$ cat src/hdl/capture_input_pkg.sv
// constants for the timer capture input stage: offsets, fields, select codes and the dead-time divider
// assumes a plain register port with read data one cycle after the read strobe
package capture_input_pkg;
    localparam logic [7:0] MODE_CH1_CH2_OFFSET = 8'h18;
    localparam logic [7:0] MODE_CH3_CH4_OFFSET = 8'h1C;
    localparam logic [7:0] CHAN_ENABLE_OFFSET = 8'h20;
    localparam logic [7:0] CAPTURE_STATUS_OFFSET = 8'h34;
    localparam logic [31:0] MODE_RESET = 32'h0000_0000;
    localparam logic [15:0] MODE_WRITE_MASK = 16'hFFFF;
    localparam int CH_FIELD_WIDTH = 8;
    localparam int SEL_LSB = 0;
    localparam int DIV_LSB = 2;
    localparam int FILT_LSB = 4;
    localparam int ENABLE_STRIDE = 4;
    localparam logic [1:0] SEL_OUTPUT = 2'h0;
    localparam logic [1:0] SEL_OWN = 2'h1;
    localparam logic [1:0] SEL_NEIGHBOUR = 2'h2;
    localparam logic [1:0] SEL_TRIGGER = 2'h3;
    // dead-time clock divider from the timer clock, chosen as 1
    localparam logic [7:0] DTS_DIV = 8'h01;
    localparam int NUM_CH = 4;
endpackage : capture_input_pkg

$ cat src/hdl/timer_capture_input_stage.sv
// four-channel capture input stage: synchroniser, filter, edge detect, event divider
// each channel runs pin or trigger, then filter, then edge detect, then divider
// assumes asynchronous timer input pins and an internal trigger on core_clk
// assumes the trigger already lives on core_clk, so it skips the synchroniser
// assumes software keeps select writes away from enabled channels
//
// The implementer's own choice: the plain strobed port.
`timescale 1ns/10ps
module timer_capture_input_stage
(
    // clock and reset
    input wire logic core_clk,
    input wire logic rst_b,
    // register port
    input wire logic [7:0] reg_addr,
    input wire logic [31:0] reg_wdata,
    input wire logic reg_write,
    input wire logic reg_read,
    output logic [31:0] reg_rdata,
    // timer inputs and trigger
    input wire logic [3:0] timer_input,
    input wire logic internal_trigger_signal,
    // capture results
    output logic [3:0] capture_event,
    output logic [3:0] filtered_input,
    output logic [3:0] channel_is_input
);

    // filter code decode, shared by every channel
    // filter sample period (in dts ticks, 1 means every dts tick) and count
    // the period counts dts ticks, so it scales with the dead-time divider
    // filter codes 1-3 sample every timer clock and ignore the period
    function automatic logic [5:0] filt_period(input logic [3:0] code);
        case (code)
            4'h4, 4'h5: filt_period = 6'h02;
            4'h6, 4'h7: filt_period = 6'h04;
            4'h8, 4'h9: filt_period = 6'h08;
            4'hA, 4'hB, 4'hC: filt_period = 6'h10;
            4'hD, 4'hE, 4'hF: filt_period = 6'h20;
            default: filt_period = 6'h01;
        endcase
    endfunction : filt_period

    // samples in a row that must differ from the filtered level before it moves
    // code 0 moves on a single sample, so only the synchroniser and filter register delay remain
    function automatic logic [3:0] filt_count(input logic [3:0] code);
        case (code)
            4'h1: filt_count = 4'h2;
            4'h2: filt_count = 4'h4;
            4'h4, 4'h6, 4'h8, 4'hB, 4'hE: filt_count = 4'h6;
            4'hA, 4'hD: filt_count = 4'h5;
            4'h0: filt_count = 4'h1;
            default: filt_count = 4'h8;
        endcase
    endfunction : filt_count

    // a channel counts as an input whenever its select field is not output
    function automatic logic sel_is_input(input logic [1:0] s);
        sel_is_input = (s != capture_input_pkg::SEL_OUTPUT);
    endfunction : sel_is_input

    // the divider lets a capture through once the count has filled its mask
    function automatic logic capture_due(input logic [2:0] cnt, input logic [2:0] mask);
        capture_due = ((cnt & mask) == mask);
    endfunction : capture_due

    // mode, enable and status registers
    logic [15:0] mode12_q;
    logic [15:0] mode34_q;
    logic [15:0] enable_q;
    logic [3:0] cap_seen_q;
    // dead-time tick
    logic [7:0] dts_cnt_q;
    logic dts_tick;
    // synchroniser stages
    logic [3:0] sync1_q;
    logic [3:0] sync2_q;
    // field views
    logic [31:0] mode_both;
    logic [3:0] ch_en;

    // write strobes
    logic wr_mode12;
    logic wr_mode34;
    logic wr_enable;
    logic wr_status;

    // register port write decode, one strobe per register
    assign wr_mode12 = reg_write && (reg_addr == capture_input_pkg::MODE_CH1_CH2_OFFSET);
    assign wr_mode34 = reg_write && (reg_addr == capture_input_pkg::MODE_CH3_CH4_OFFSET);
    assign wr_enable = reg_write && (reg_addr == capture_input_pkg::CHAN_ENABLE_OFFSET);
    assign wr_status = reg_write && (reg_addr == capture_input_pkg::CAPTURE_STATUS_OFFSET);

    // both mode registers side by side, channel n in byte n-1
    assign mode_both = {mode34_q, mode12_q};

    // dead-time sampling tick
    // with a divider of one the tick is high on every timer clock
    always_ff @(posedge core_clk)
    begin
        if (!rst_b || dts_cnt_q == capture_input_pkg::DTS_DIV - 8'h01)
            dts_cnt_q <= 8'h00;
        else
            dts_cnt_q <= dts_cnt_q + 8'h01;
    end
    assign dts_tick = (dts_cnt_q == 8'h00);

    // two-flop synchroniser for the pins
    // nothing but the second stage reads the first, to keep metastability contained
    // the stages reset low like an idle pin, so release gives no false level change
    always_ff @(posedge core_clk)
    begin
        if (!rst_b)
        begin
            sync1_q <= 4'h0;
            sync2_q <= 4'h0;
        end
        else
        begin
            sync1_q <= timer_input;
            sync2_q <= sync1_q;
        end
    end

    // mode register writes; select field held while channel enabled
    // per channel byte: [1:0] select, [3:2] event divider, [7:4] filter code
    // freezing the select keeps routing from shifting under a live capture
    always_ff @(posedge core_clk)
    begin
        if (!rst_b)
        begin
            // both mode registers and the enables come up zero
            mode12_q <= capture_input_pkg::MODE_RESET[15:0];
            mode34_q <= capture_input_pkg::MODE_RESET[15:0];
            enable_q <= 16'h0000;
        end
        else if (reg_write)
        begin
            // channel 1 in the low byte, channel 2 in the high byte
            if (wr_mode12)
            begin
                mode12_q[7:2] <= reg_wdata[7:2];
                mode12_q[15:10] <= reg_wdata[15:10];
                if (!ch_en[0])
                    mode12_q[1:0] <= reg_wdata[1:0];
                if (!ch_en[1])
                    mode12_q[9:8] <= reg_wdata[9:8];
            end
            // channel 3 in the low byte, channel 4 in the high byte
            if (wr_mode34)
            begin
                mode34_q[7:2] <= reg_wdata[7:2];
                mode34_q[15:10] <= reg_wdata[15:10];
                if (!ch_en[2])
                    mode34_q[1:0] <= reg_wdata[1:0];
                if (!ch_en[3])
                    mode34_q[9:8] <= reg_wdata[9:8];
            end
            // one enable bit per channel, every fourth bit
            if (wr_enable)
                enable_q <= reg_wdata[15:0];
        end
    end

    // per-channel filter, edge detect and event divider
    // pin to capture pulse: two synchroniser stages, the filter, then the
    // edge decoded straight off the filter and one register for the pulse; the trigger skips the
    // synchroniser, being on this clock already
    genvar g;
    generate
        for (g = 0; g < capture_input_pkg::NUM_CH; g++)
        begin : g_ch
            // per-channel decode and state
            logic [7:0] fld;
            logic [1:0] sel;
            logic [1:0] div;
            logic [3:0] fcode;
            logic src;
            logic filt_q;
            logic filt_prev_q;
            logic [3:0] run_q;
            logic [5:0] per_q;
            logic sample;
            logic edge_seen;
            logic [2:0] evt_q;
            logic [2:0] evt_mask;
            logic due;

            // field decode for this channel
            assign ch_en[g] = enable_q[g * capture_input_pkg::ENABLE_STRIDE];
            assign fld = mode_both[g * capture_input_pkg::CH_FIELD_WIDTH +: capture_input_pkg::CH_FIELD_WIDTH];
            assign sel = fld[capture_input_pkg::SEL_LSB +: 2];
            assign div = fld[capture_input_pkg::DIV_LSB +: 2];
            assign fcode = fld[capture_input_pkg::FILT_LSB +: 4];

            // input routing; the neighbour select takes the other channel of the pair, in both directions
            // select 00 feeds a steady low, so an output channel never sees an edge
            always_comb
            begin
                case (sel)
                    capture_input_pkg::SEL_OWN: src = sync2_q[g];
                    capture_input_pkg::SEL_NEIGHBOUR: src = sync2_q[g ^ 1];
                    capture_input_pkg::SEL_TRIGGER: src = internal_trigger_signal;
                    default: src = 1'b0;
                endcase
            end

            // sample strobe: timer clock for codes 1-3, dts otherwise
            // codes 4-15 fire once per period, on its last dts tick
            always_comb
            begin
                if (fcode == 4'h0)
                    sample = dts_tick;
                else if (fcode <= 4'h3)
                    sample = 1'b1;
                else
                    sample = dts_tick && (per_q == filt_period(fcode) - 6'h01);
            end

            // divided-dts phase counter
            // held at zero on codes 0-3 so a slow code starts in phase when entered from codes 0-3
            always_ff @(posedge core_clk)
            begin
                if (!rst_b || fcode <= 4'h3)
                    per_q <= 6'h00;
                else if (dts_tick)
                begin
                    if (per_q == filt_period(fcode) - 6'h01)
                        per_q <= 6'h00;
                    else
                        per_q <= per_q + 6'h01;
                end
            end

            // consecutive-sample event counter
            // a sample equal to the filtered level restarts the run, so a
            // glitch shorter than N samples never reaches the edge detector
            always_ff @(posedge core_clk)
            begin
                if (!rst_b)
                begin
                    filt_q <= 1'b0;
                    run_q <= 4'h0;
                end
                else if (sample)
                begin
                    if (src == filt_q)
                        run_q <= 4'h0;
                    else if (run_q + 4'h1 >= filt_count(fcode))
                    begin
                        filt_q <= src;
                        run_q <= 4'h0;
                    end
                    else
                        run_q <= run_q + 4'h1;
                end
            end

            // edge detection on the filtered level
            // the previous level resets low like the idle pin, so reset gives no false edge
            always_ff @(posedge core_clk)
            begin
                if (!rst_b)
                    filt_prev_q <= 1'b0;
                else
                    filt_prev_q <= filt_q;
            end
            // only channels set as inputs report edges
            assign edge_seen = (filt_q != filt_prev_q) && sel_is_input(sel);

            // event divider mask per code
            // mask 1, 3 or 7 lets every 2nd, 4th or 8th counted edge through
            always_comb
            begin
                case (div)
                    2'h1: evt_mask = 3'h1;
                    2'h2: evt_mask = 3'h3;
                    2'h3: evt_mask = 3'h7;
                    default: evt_mask = 3'h0;
                endcase
            end
            // the divider is due when the count has run through its mask
            assign due = capture_due(evt_q, evt_mask);

            // event counter, held at zero while the channel is off
            // the count only advances on edges the filter has passed
            always_ff @(posedge core_clk)
            begin
                if (!rst_b || !ch_en[g])
                    evt_q <= 3'h0;
                else if (edge_seen)
                begin
                    if (due)
                        evt_q <= 3'h0;
                    else
                        evt_q <= evt_q + 3'h1;
                end
            end

            // capture pulse, registered
            // a capture stands for exactly one clock
            always_ff @(posedge core_clk)
            begin
                if (!rst_b)
                    capture_event[g] <= 1'b0;
                else
                    capture_event[g] <= ch_en[g] && edge_seen && due;
            end

            // outputs of this channel
            assign filtered_input[g] = filt_q;
            assign channel_is_input[g] = sel_is_input(sel);
        end
    endgenerate

    // sticky capture-seen bits; new capture wins over clear
    // write one to clear; a pulse in the clearing cycle still sets its bit
    // status bit n-1 follows channel n
    always_ff @(posedge core_clk)
    begin
        if (!rst_b)
            cap_seen_q <= 4'h0;
        else if (wr_status)
            cap_seen_q <= (cap_seen_q & ~reg_wdata[3:0]) | capture_event;
        else
            cap_seen_q <= cap_seen_q | capture_event;
    end

    // read data one cycle after the strobe; unmapped reads zero
    // without a strobe the port reads zero, so stale data never shows
    // status reads as filtered levels in [7:4] over the sticky bits in [3:0]
    always_ff @(posedge core_clk)
    begin
        if (!rst_b || !reg_read)
            reg_rdata <= 32'h0000_0000;
        else
        begin
            case (reg_addr)
                capture_input_pkg::MODE_CH1_CH2_OFFSET: reg_rdata <= {16'h0000, mode12_q};
                capture_input_pkg::MODE_CH3_CH4_OFFSET: reg_rdata <= {16'h0000, mode34_q};
                capture_input_pkg::CHAN_ENABLE_OFFSET: reg_rdata <= {16'h0000, enable_q};
                capture_input_pkg::CAPTURE_STATUS_OFFSET: reg_rdata <= {24'h000000, filtered_input, cap_seen_q};
                default: reg_rdata <= 32'h0000_0000;
            endcase
        end
    end

endmodule : timer_capture_input_stage

$ cat config.mk
export PLATFORM = sky130hd
export DESIGN_NAME = timer_capture_input_stage
export DESIGN_NICKNAME = d
export VERILOG_FILES = /design/src/hdl/capture_input_pkg.sv /design/src/hdl/timer_capture_input_stage.sv
export SDC_FILE = /design/constraint.sdc
export NUM_CORES = 1
export LEC_CHECK = 0
export ABC_AREA = 0
export BUFFER_PORTS_ARGS = -buffer_cell sky130_fd_sc_hd__buf_2
export CAP_MARGIN = 20
export CORE_UTILIZATION = 40
export DETAILED_ROUTE_END_ITERATION = 12
export MAX_ROUTING_LAYER = met4
export PLACE_DENSITY = 0.56
export SETUP_SLACK_MARGIN = 0.02
export SLEW_MARGIN = 20
export SYNTH_ARGS = -nofsm -noshare
export SYNTH_HDL_FRONTEND = slang
export SYNTH_SLANG_ARGS = --single-unit
$ cat constraint.sdc
create_clock -name core_clk -period 3.6 [get_ports core_clk]
set_input_delay 0.72 -clock core_clk [delete_from_list [all_inputs] [get_ports core_clk]]
set_output_delay 0.72 -clock core_clk [all_outputs]
set_load 0.01 [all_outputs]
==> flow_summary.json <==
{
  "cts.repair.resized": 0,
  "worstMarginPinSlew_ps": 734,
  "power.share.clock": 0.467,
  "p_sw_mw": 0.989,
  "detailedPlacementHpwl_mm": 15.6,
  "post_synth_and_or_nand_nor_area_fraction": 0.195,
  "num_vias": 7111,
  "critPathCaptureType": "flop",
  "switching_share": 0.241,
  "drtPass1Iterations": 5,
  "final_layout_size_suffix_gt1_frac": 0.136,
  "cpMaxStageDelayCell": "sky130_fd_sc_hd__or4_4",
  "critical_path.cell_chain": "buf_2 -> or4_4 -> nor3_4 -> buf_12 -> mux2i_1 -> nor2_1 -> inv_1 -> ha_1 -> mux4_1",
  "worst_skew_pair_later_pin_latency_ps": 440,
  "worst-r2r-setup-slack_ps": 690,
  "port_buffers": 60,
  "ant_nets": 0,
  "cts-root-buf": "sky130_fd_sc_hd__clkbuf_16",
  "die-area_sq_um": 23900,
  "synthCells": 1013,
  "global_route.overflow_total": 0,
  "worst_ir_drop_vdd_mv": 0.263,
  "worstReg2RegStart": "dts_cnt_q[0]$_SDFF_PP0_",
  "synth_async_sr_flop_share": 0,
  "synthToLayoutAreaGrowth_pct": 12.6,
  "grt_usage": 0.191,
  "final_core_utilization": 0.461,
  "cts_max_path_buffers": 2,
  "netlist-cell-type-count": 68,
  "power_per_cell_area_nw_per_um2": 391,
  "vias_per_cell": 5.20,
  "critPathMaxStageDelay_ps": 610,
  "ys_seq_area_frac": 0.405,
  "mappedNetlistArea_sq_um": 9300,
  "timing.max_cap.violations": 0,
  "timing.final.crit_share": 0.820,
  "drv_slew": 0,
  "p_int_mw": 3.11,
  "holdPathStages": 1,
  "combinationalPowerShare": 0.024,
  "worst_slew_margin_rel": 0.510,
  "family_of_cells_with_the_greatest_summed_delay_on_the_critical_path": "simple AND/OR/NAND/NOR gates",
  "floorplan.die.width_um": 155,
  "grt_start_max_net_pins": 45,
  "synth.top_cells.by_area": "sky130_fd_sc_hd__dfxtp_1 (40%), sky130_fd_sc_hd__ha_1 (7.3%), sky130_fd_sc_hd__mux2i_1 (5.6%)",
  "worst_ep_arrival_time_ps": 3250,
  "hold-path-endpoint": "sync2_q[0]$_SDFF_PN0_",
  "residual_drc_count": 0,
  "cts_max_level": 4,
  "n_antenna_cell": 0,
  "fp_rows": 55,
  "totalNegativeSetupSlack_ps": 0,
  "timing.critical_path.from_type": "input port",
  "finClkSkew_ps": 11.2,
  "post_cts.repair.setup_buffers": 0,
  "layout.filler_cells": 2217,
  "ioPinCount": 93,
  "fp.dieH_um": 155,
  "layout.cells.non_filler": 1368,
  "finalSetupViolations": 0,
  "regArea_sq_um": 3760,
  "synth_compound_area_frac": 0.117,
  "required_ps": 3900,
  "detailed_route_wire_length_per_cell_um": 15.5,
  "post_dp_cell_area_sq_um": 9880,
  "timing.setup.critical_path_class": "in -> reg",
  "post-place-cells": 1336,
  "finalWorstSetupSlack_ps": 649,
  "first_global_vias": 6939,
  "setup_repair_after_global_routing_missed_its_margin": "false",
  "combinational_family_with_the_most_area_after_synthesis": "simple AND/OR/NAND/NOR gates",
  "synth_flop_type": "sky130_fd_sc_hd__dfxtp_1",
  "clock_sinks": 188,
  "regToRegEndpoint": "g_ch[0].filt_q$_SDFFE_PN0P_",
  "start_point_of_the_worst_min_delay_path": "sync1_q[0]$_SDFF_PN0_",
  "biggest_fanout_along_the_worst_timing_path": 10,
  "synth_enable_flop_cells": 0,
  "yosys.area.top_type_share": 0.405,
  "route.final.wire_length_mm": 21.2,
  "cts_hold_buf": 0,
  "worst-r2r-cell-count": 8,
  "yosys-mux-area-fraction": 0.0842,
  "drtIter0Drc": 390,
  "fmax_ghz": 0.339,
  "gp_congestion": 0.832,
  "yosys_register_bits": 188,
  "grt_first_pass_wirelength_mm": 34.9,
  "numCtsBuffers": 17,
  "fin_area_sq_um": 10500,
  "synth-xor-area-share": 0.0697,
  "start_util": 0.410,
  "critical_path_buf_inv_count": 3,
  "static_power_due_to_leakage_nw": 4.26,
  "post-place-ws_ps": 197,
  "core_area_sq_um": 22700,
  "antenna_found_initial": 0,
  "tritoncts_clock_tree": "yes",
  "warnings_synthesis": 0,
  "post-route-min-period_ps": 2950,
  "outcome": "finished clean",
  "synth_top_area_cell": "sky130_fd_sc_hd__dfxtp_1",
  "multi_input_combinational_cell_area_sq_um": 5080,
  "worstHoldPathType": "reg -> reg",
  "clkTransAtPathRegs_ps": 70,
  "postSynthAreaPerCell_sq_um": 9.18,
  "final-hold-violation-count": 0,
  "seqPwrFrac": 0.509,
  "final_net_count": 1173,
  "post_synth_fa_ha_maj_area_fraction": 0.0726
}
[logic make-up after synthesis]
family | after synthesis
AO/OA/AOI/OAI | 160
AND/OR/NAND/NOR | 356
adder cells (fa/ha/maj) | 54
other | 1
buffers and inverters | 115
multiplexers | 65
flip-flops | 188
XOR/XNOR | 74
[Yosys cell counts (3+ instances only)]
cell                        count
sky130_fd_sc_hd__a21oi_1       52
sky130_fd_sc_hd__nand3_1       21
sky130_fd_sc_hd__ha_1          54
sky130_fd_sc_hd__inv_1         58
sky130_fd_sc_hd__nand4_1       16
sky130_fd_sc_hd__nor4_1        17
sky130_fd_sc_hd__dfxtp_1      188
sky130_fd_sc_hd__nand2b_1      15
sky130_fd_sc_hd__nor2_1       111
sky130_fd_sc_hd__nor3b_1        4
sky130_fd_sc_hd__mux2i_1       52
sky130_fd_sc_hd__buf_1          5
sky130_fd_sc_hd__a21o_1        14
sky130_fd_sc_hd__or4_1          4
sky130_fd_sc_hd__o22ai_1        3
sky130_fd_sc_hd__a222oi_1       8
sky130_fd_sc_hd__buf_2          4
sky130_fd_sc_hd__nand2_1       86
sky130_fd_sc_hd__a2111oi_0      4
sky130_fd_sc_hd__nor3_1        11
sky130_fd_sc_hd__xor2_1        42
sky130_fd_sc_hd__xnor2_1       32
sky130_fd_sc_hd__o21a_1         4
sky130_fd_sc_hd__a22oi_1       18
sky130_fd_sc_hd__mux4_2         7
sky130_fd_sc_hd__buf_4         20
sky130_fd_sc_hd__or2_2          6
sky130_fd_sc_hd__o21ai_0       19
sky130_fd_sc_hd__nand3b_1       4
sky130_fd_sc_hd__a41o_1         4
sky130_fd_sc_hd__and2_1        16
sky130_fd_sc_hd__a211oi_1       6
sky130_fd_sc_hd__a21boi_0       9
sky130_fd_sc_hd__nor2b_1        7
sky130_fd_sc_hd__or3_1         11
sky130_fd_sc_hd__clkbuf_1      26
sky130_fd_sc_hd__and3_1         8
sky130_fd_sc_hd__o2bb2ai_1      3
[placed cells by master, fill, tap and decap left out, types with 4 or more instances in the layout]
master | synthesis | final
sky130_fd_sc_hd__or2_2 | 6 | 6
sky130_fd_sc_hd__or4_1 | 4 | 4
sky130_fd_sc_hd__mux4_2 | 7 | 7
sky130_fd_sc_hd__nor4_1 | 17 | 17
sky130_fd_sc_hd__a211oi_1 | 6 | 6
sky130_fd_sc_hd__a21boi_0 | 9 | 9
sky130_fd_sc_hd__a2111oi_0 | 4 | 4
sky130_fd_sc_hd__nand2_1 | 86 | 86
sky130_fd_sc_hd__buf_4 | 20 | 19
sky130_fd_sc_hd__mux2i_1 | 52 | 52
sky130_fd_sc_hd__o21a_1 | 4 | 4
sky130_fd_sc_hd__inv_8 | 0 | 9
sky130_fd_sc_hd__or3_1 | 11 | 11
sky130_fd_sc_hd__clkbuf_16 | 0 | 17
sky130_fd_sc_hd__conb_1 | 1 | 16
sky130_fd_sc_hd__inv_1 | 58 | 57
sky130_fd_sc_hd__dfxtp_1 | 188 | 188
sky130_fd_sc_hd__a22oi_1 | 18 | 18
sky130_fd_sc_hd__a21oi_1 | 52 | 51
sky130_fd_sc_hd__nand4_1 | 16 | 16
sky130_fd_sc_hd__xor2_1 | 42 | 42
sky130_fd_sc_hd__nand2b_1 | 15 | 15
sky130_fd_sc_hd__nor2_1 | 111 | 110
sky130_fd_sc_hd__a222oi_1 | 8 | 8
sky130_fd_sc_hd__buf_2 | 4 | 60
sky130_fd_sc_hd__nand3_1 | 21 | 21
sky130_fd_sc_hd__and3_1 | 8 | 8
sky130_fd_sc_hd__a41o_1 | 4 | 4
sky130_fd_sc_hd__nor3b_1 | 4 | 4
sky130_fd_sc_hd__nor3_1 | 11 | 10
sky130_fd_sc_hd__nor2b_1 | 7 | 7
sky130_fd_sc_hd__xnor2_1 | 32 | 32
sky130_fd_sc_hd__o21ai_0 | 19 | 19
sky130_fd_sc_hd__ha_1 | 54 | 54
sky130_fd_sc_hd__a21o_1 | 14 | 14
sky130_fd_sc_hd__nand3b_1 | 4 | 4
sky130_fd_sc_hd__and2_1 | 16 | 16
[layer usage]
| layer | track usage | vias to the layer above | wire length [um] |
|---|---|---|---|
| li1 | - | 3606 | - |
| met1 | 0.253 | 3373 | 10600 |
| met2 | 0.303 | 112 | 9630 |
| met3 | 0.0303 | 20 | 678 |
| met4 | 0.0500 | 0 | 276 |
| met5 | - | - | 0 |
[worst reg2reg max path, stage by stage (launching register included)]
cell and delay (ps):
sky130_fd_sc_hd__dfxtp_1 360, sky130_fd_sc_hd__inv_1 70, sky130_fd_sc_hd__ha_1 160, sky130_fd_sc_hd__or4b_1 630, sky130_fd_sc_hd__nor4_1 480, sky130_fd_sc_hd__a41oi_1 180
sky130_fd_sc_hd__nor3_2 520, sky130_fd_sc_hd__a21boi_0 180, sky130_fd_sc_hd__a41o_1 230
[per-stage QoR]
stage          power, mW  hold WS [ps]
6_report            4.10           445
5_1_grt             4.24           461
4_1_cts             4.14           445
3_5_place_dp        2.23           420
3_3_place_gp        2.23           427
2_1_floorplan       2.20           412
[power by group through the flow]
stage | Sequential (mW) | Combinational (mW) | Clock [mW]
2_1_floorplan | 2.13 | 0.0618 | 0
4_1_cts | 2.09 | 0.0987 | 1.96
5_1_grt | 2.09 | 0.107 | 2.04
3_3_place_gp | 2.14 | 0.0979 | 0
6_report | 2.09 | 0.0990 | 1.91
3_5_place_dp | 2.14 | 0.0983 | 0
[worst max-delay path by stage]
stage	from	end	depth (start not counted)
after floorplan	reg_addr[1]	flop	9
after global placement	reg_addr[1]	flop	10
after detailed placement	reg_addr[1]	flop	9
after CTS	reg_addr[1]	flop	9
after global routing	dts_cnt_q[0]$_SDFF_PP0_	g_ch[0].filt_q$_SDFFE_PN0P_	8
final	reg_addr[1]	flop	9
[final cells by class]
type | count | share of cell area
sequential | 188 | 0.359
inverter | 58 | 0.0208
clock buffer | 17 | 0.0406
multi-input combinational | 725 | 0.485
tap | 285 | 0.0340
clock inverter | 15 | 0.0164
timing repair buffer | 80 | 0.0442
Power figures use the tool's default switching activity.
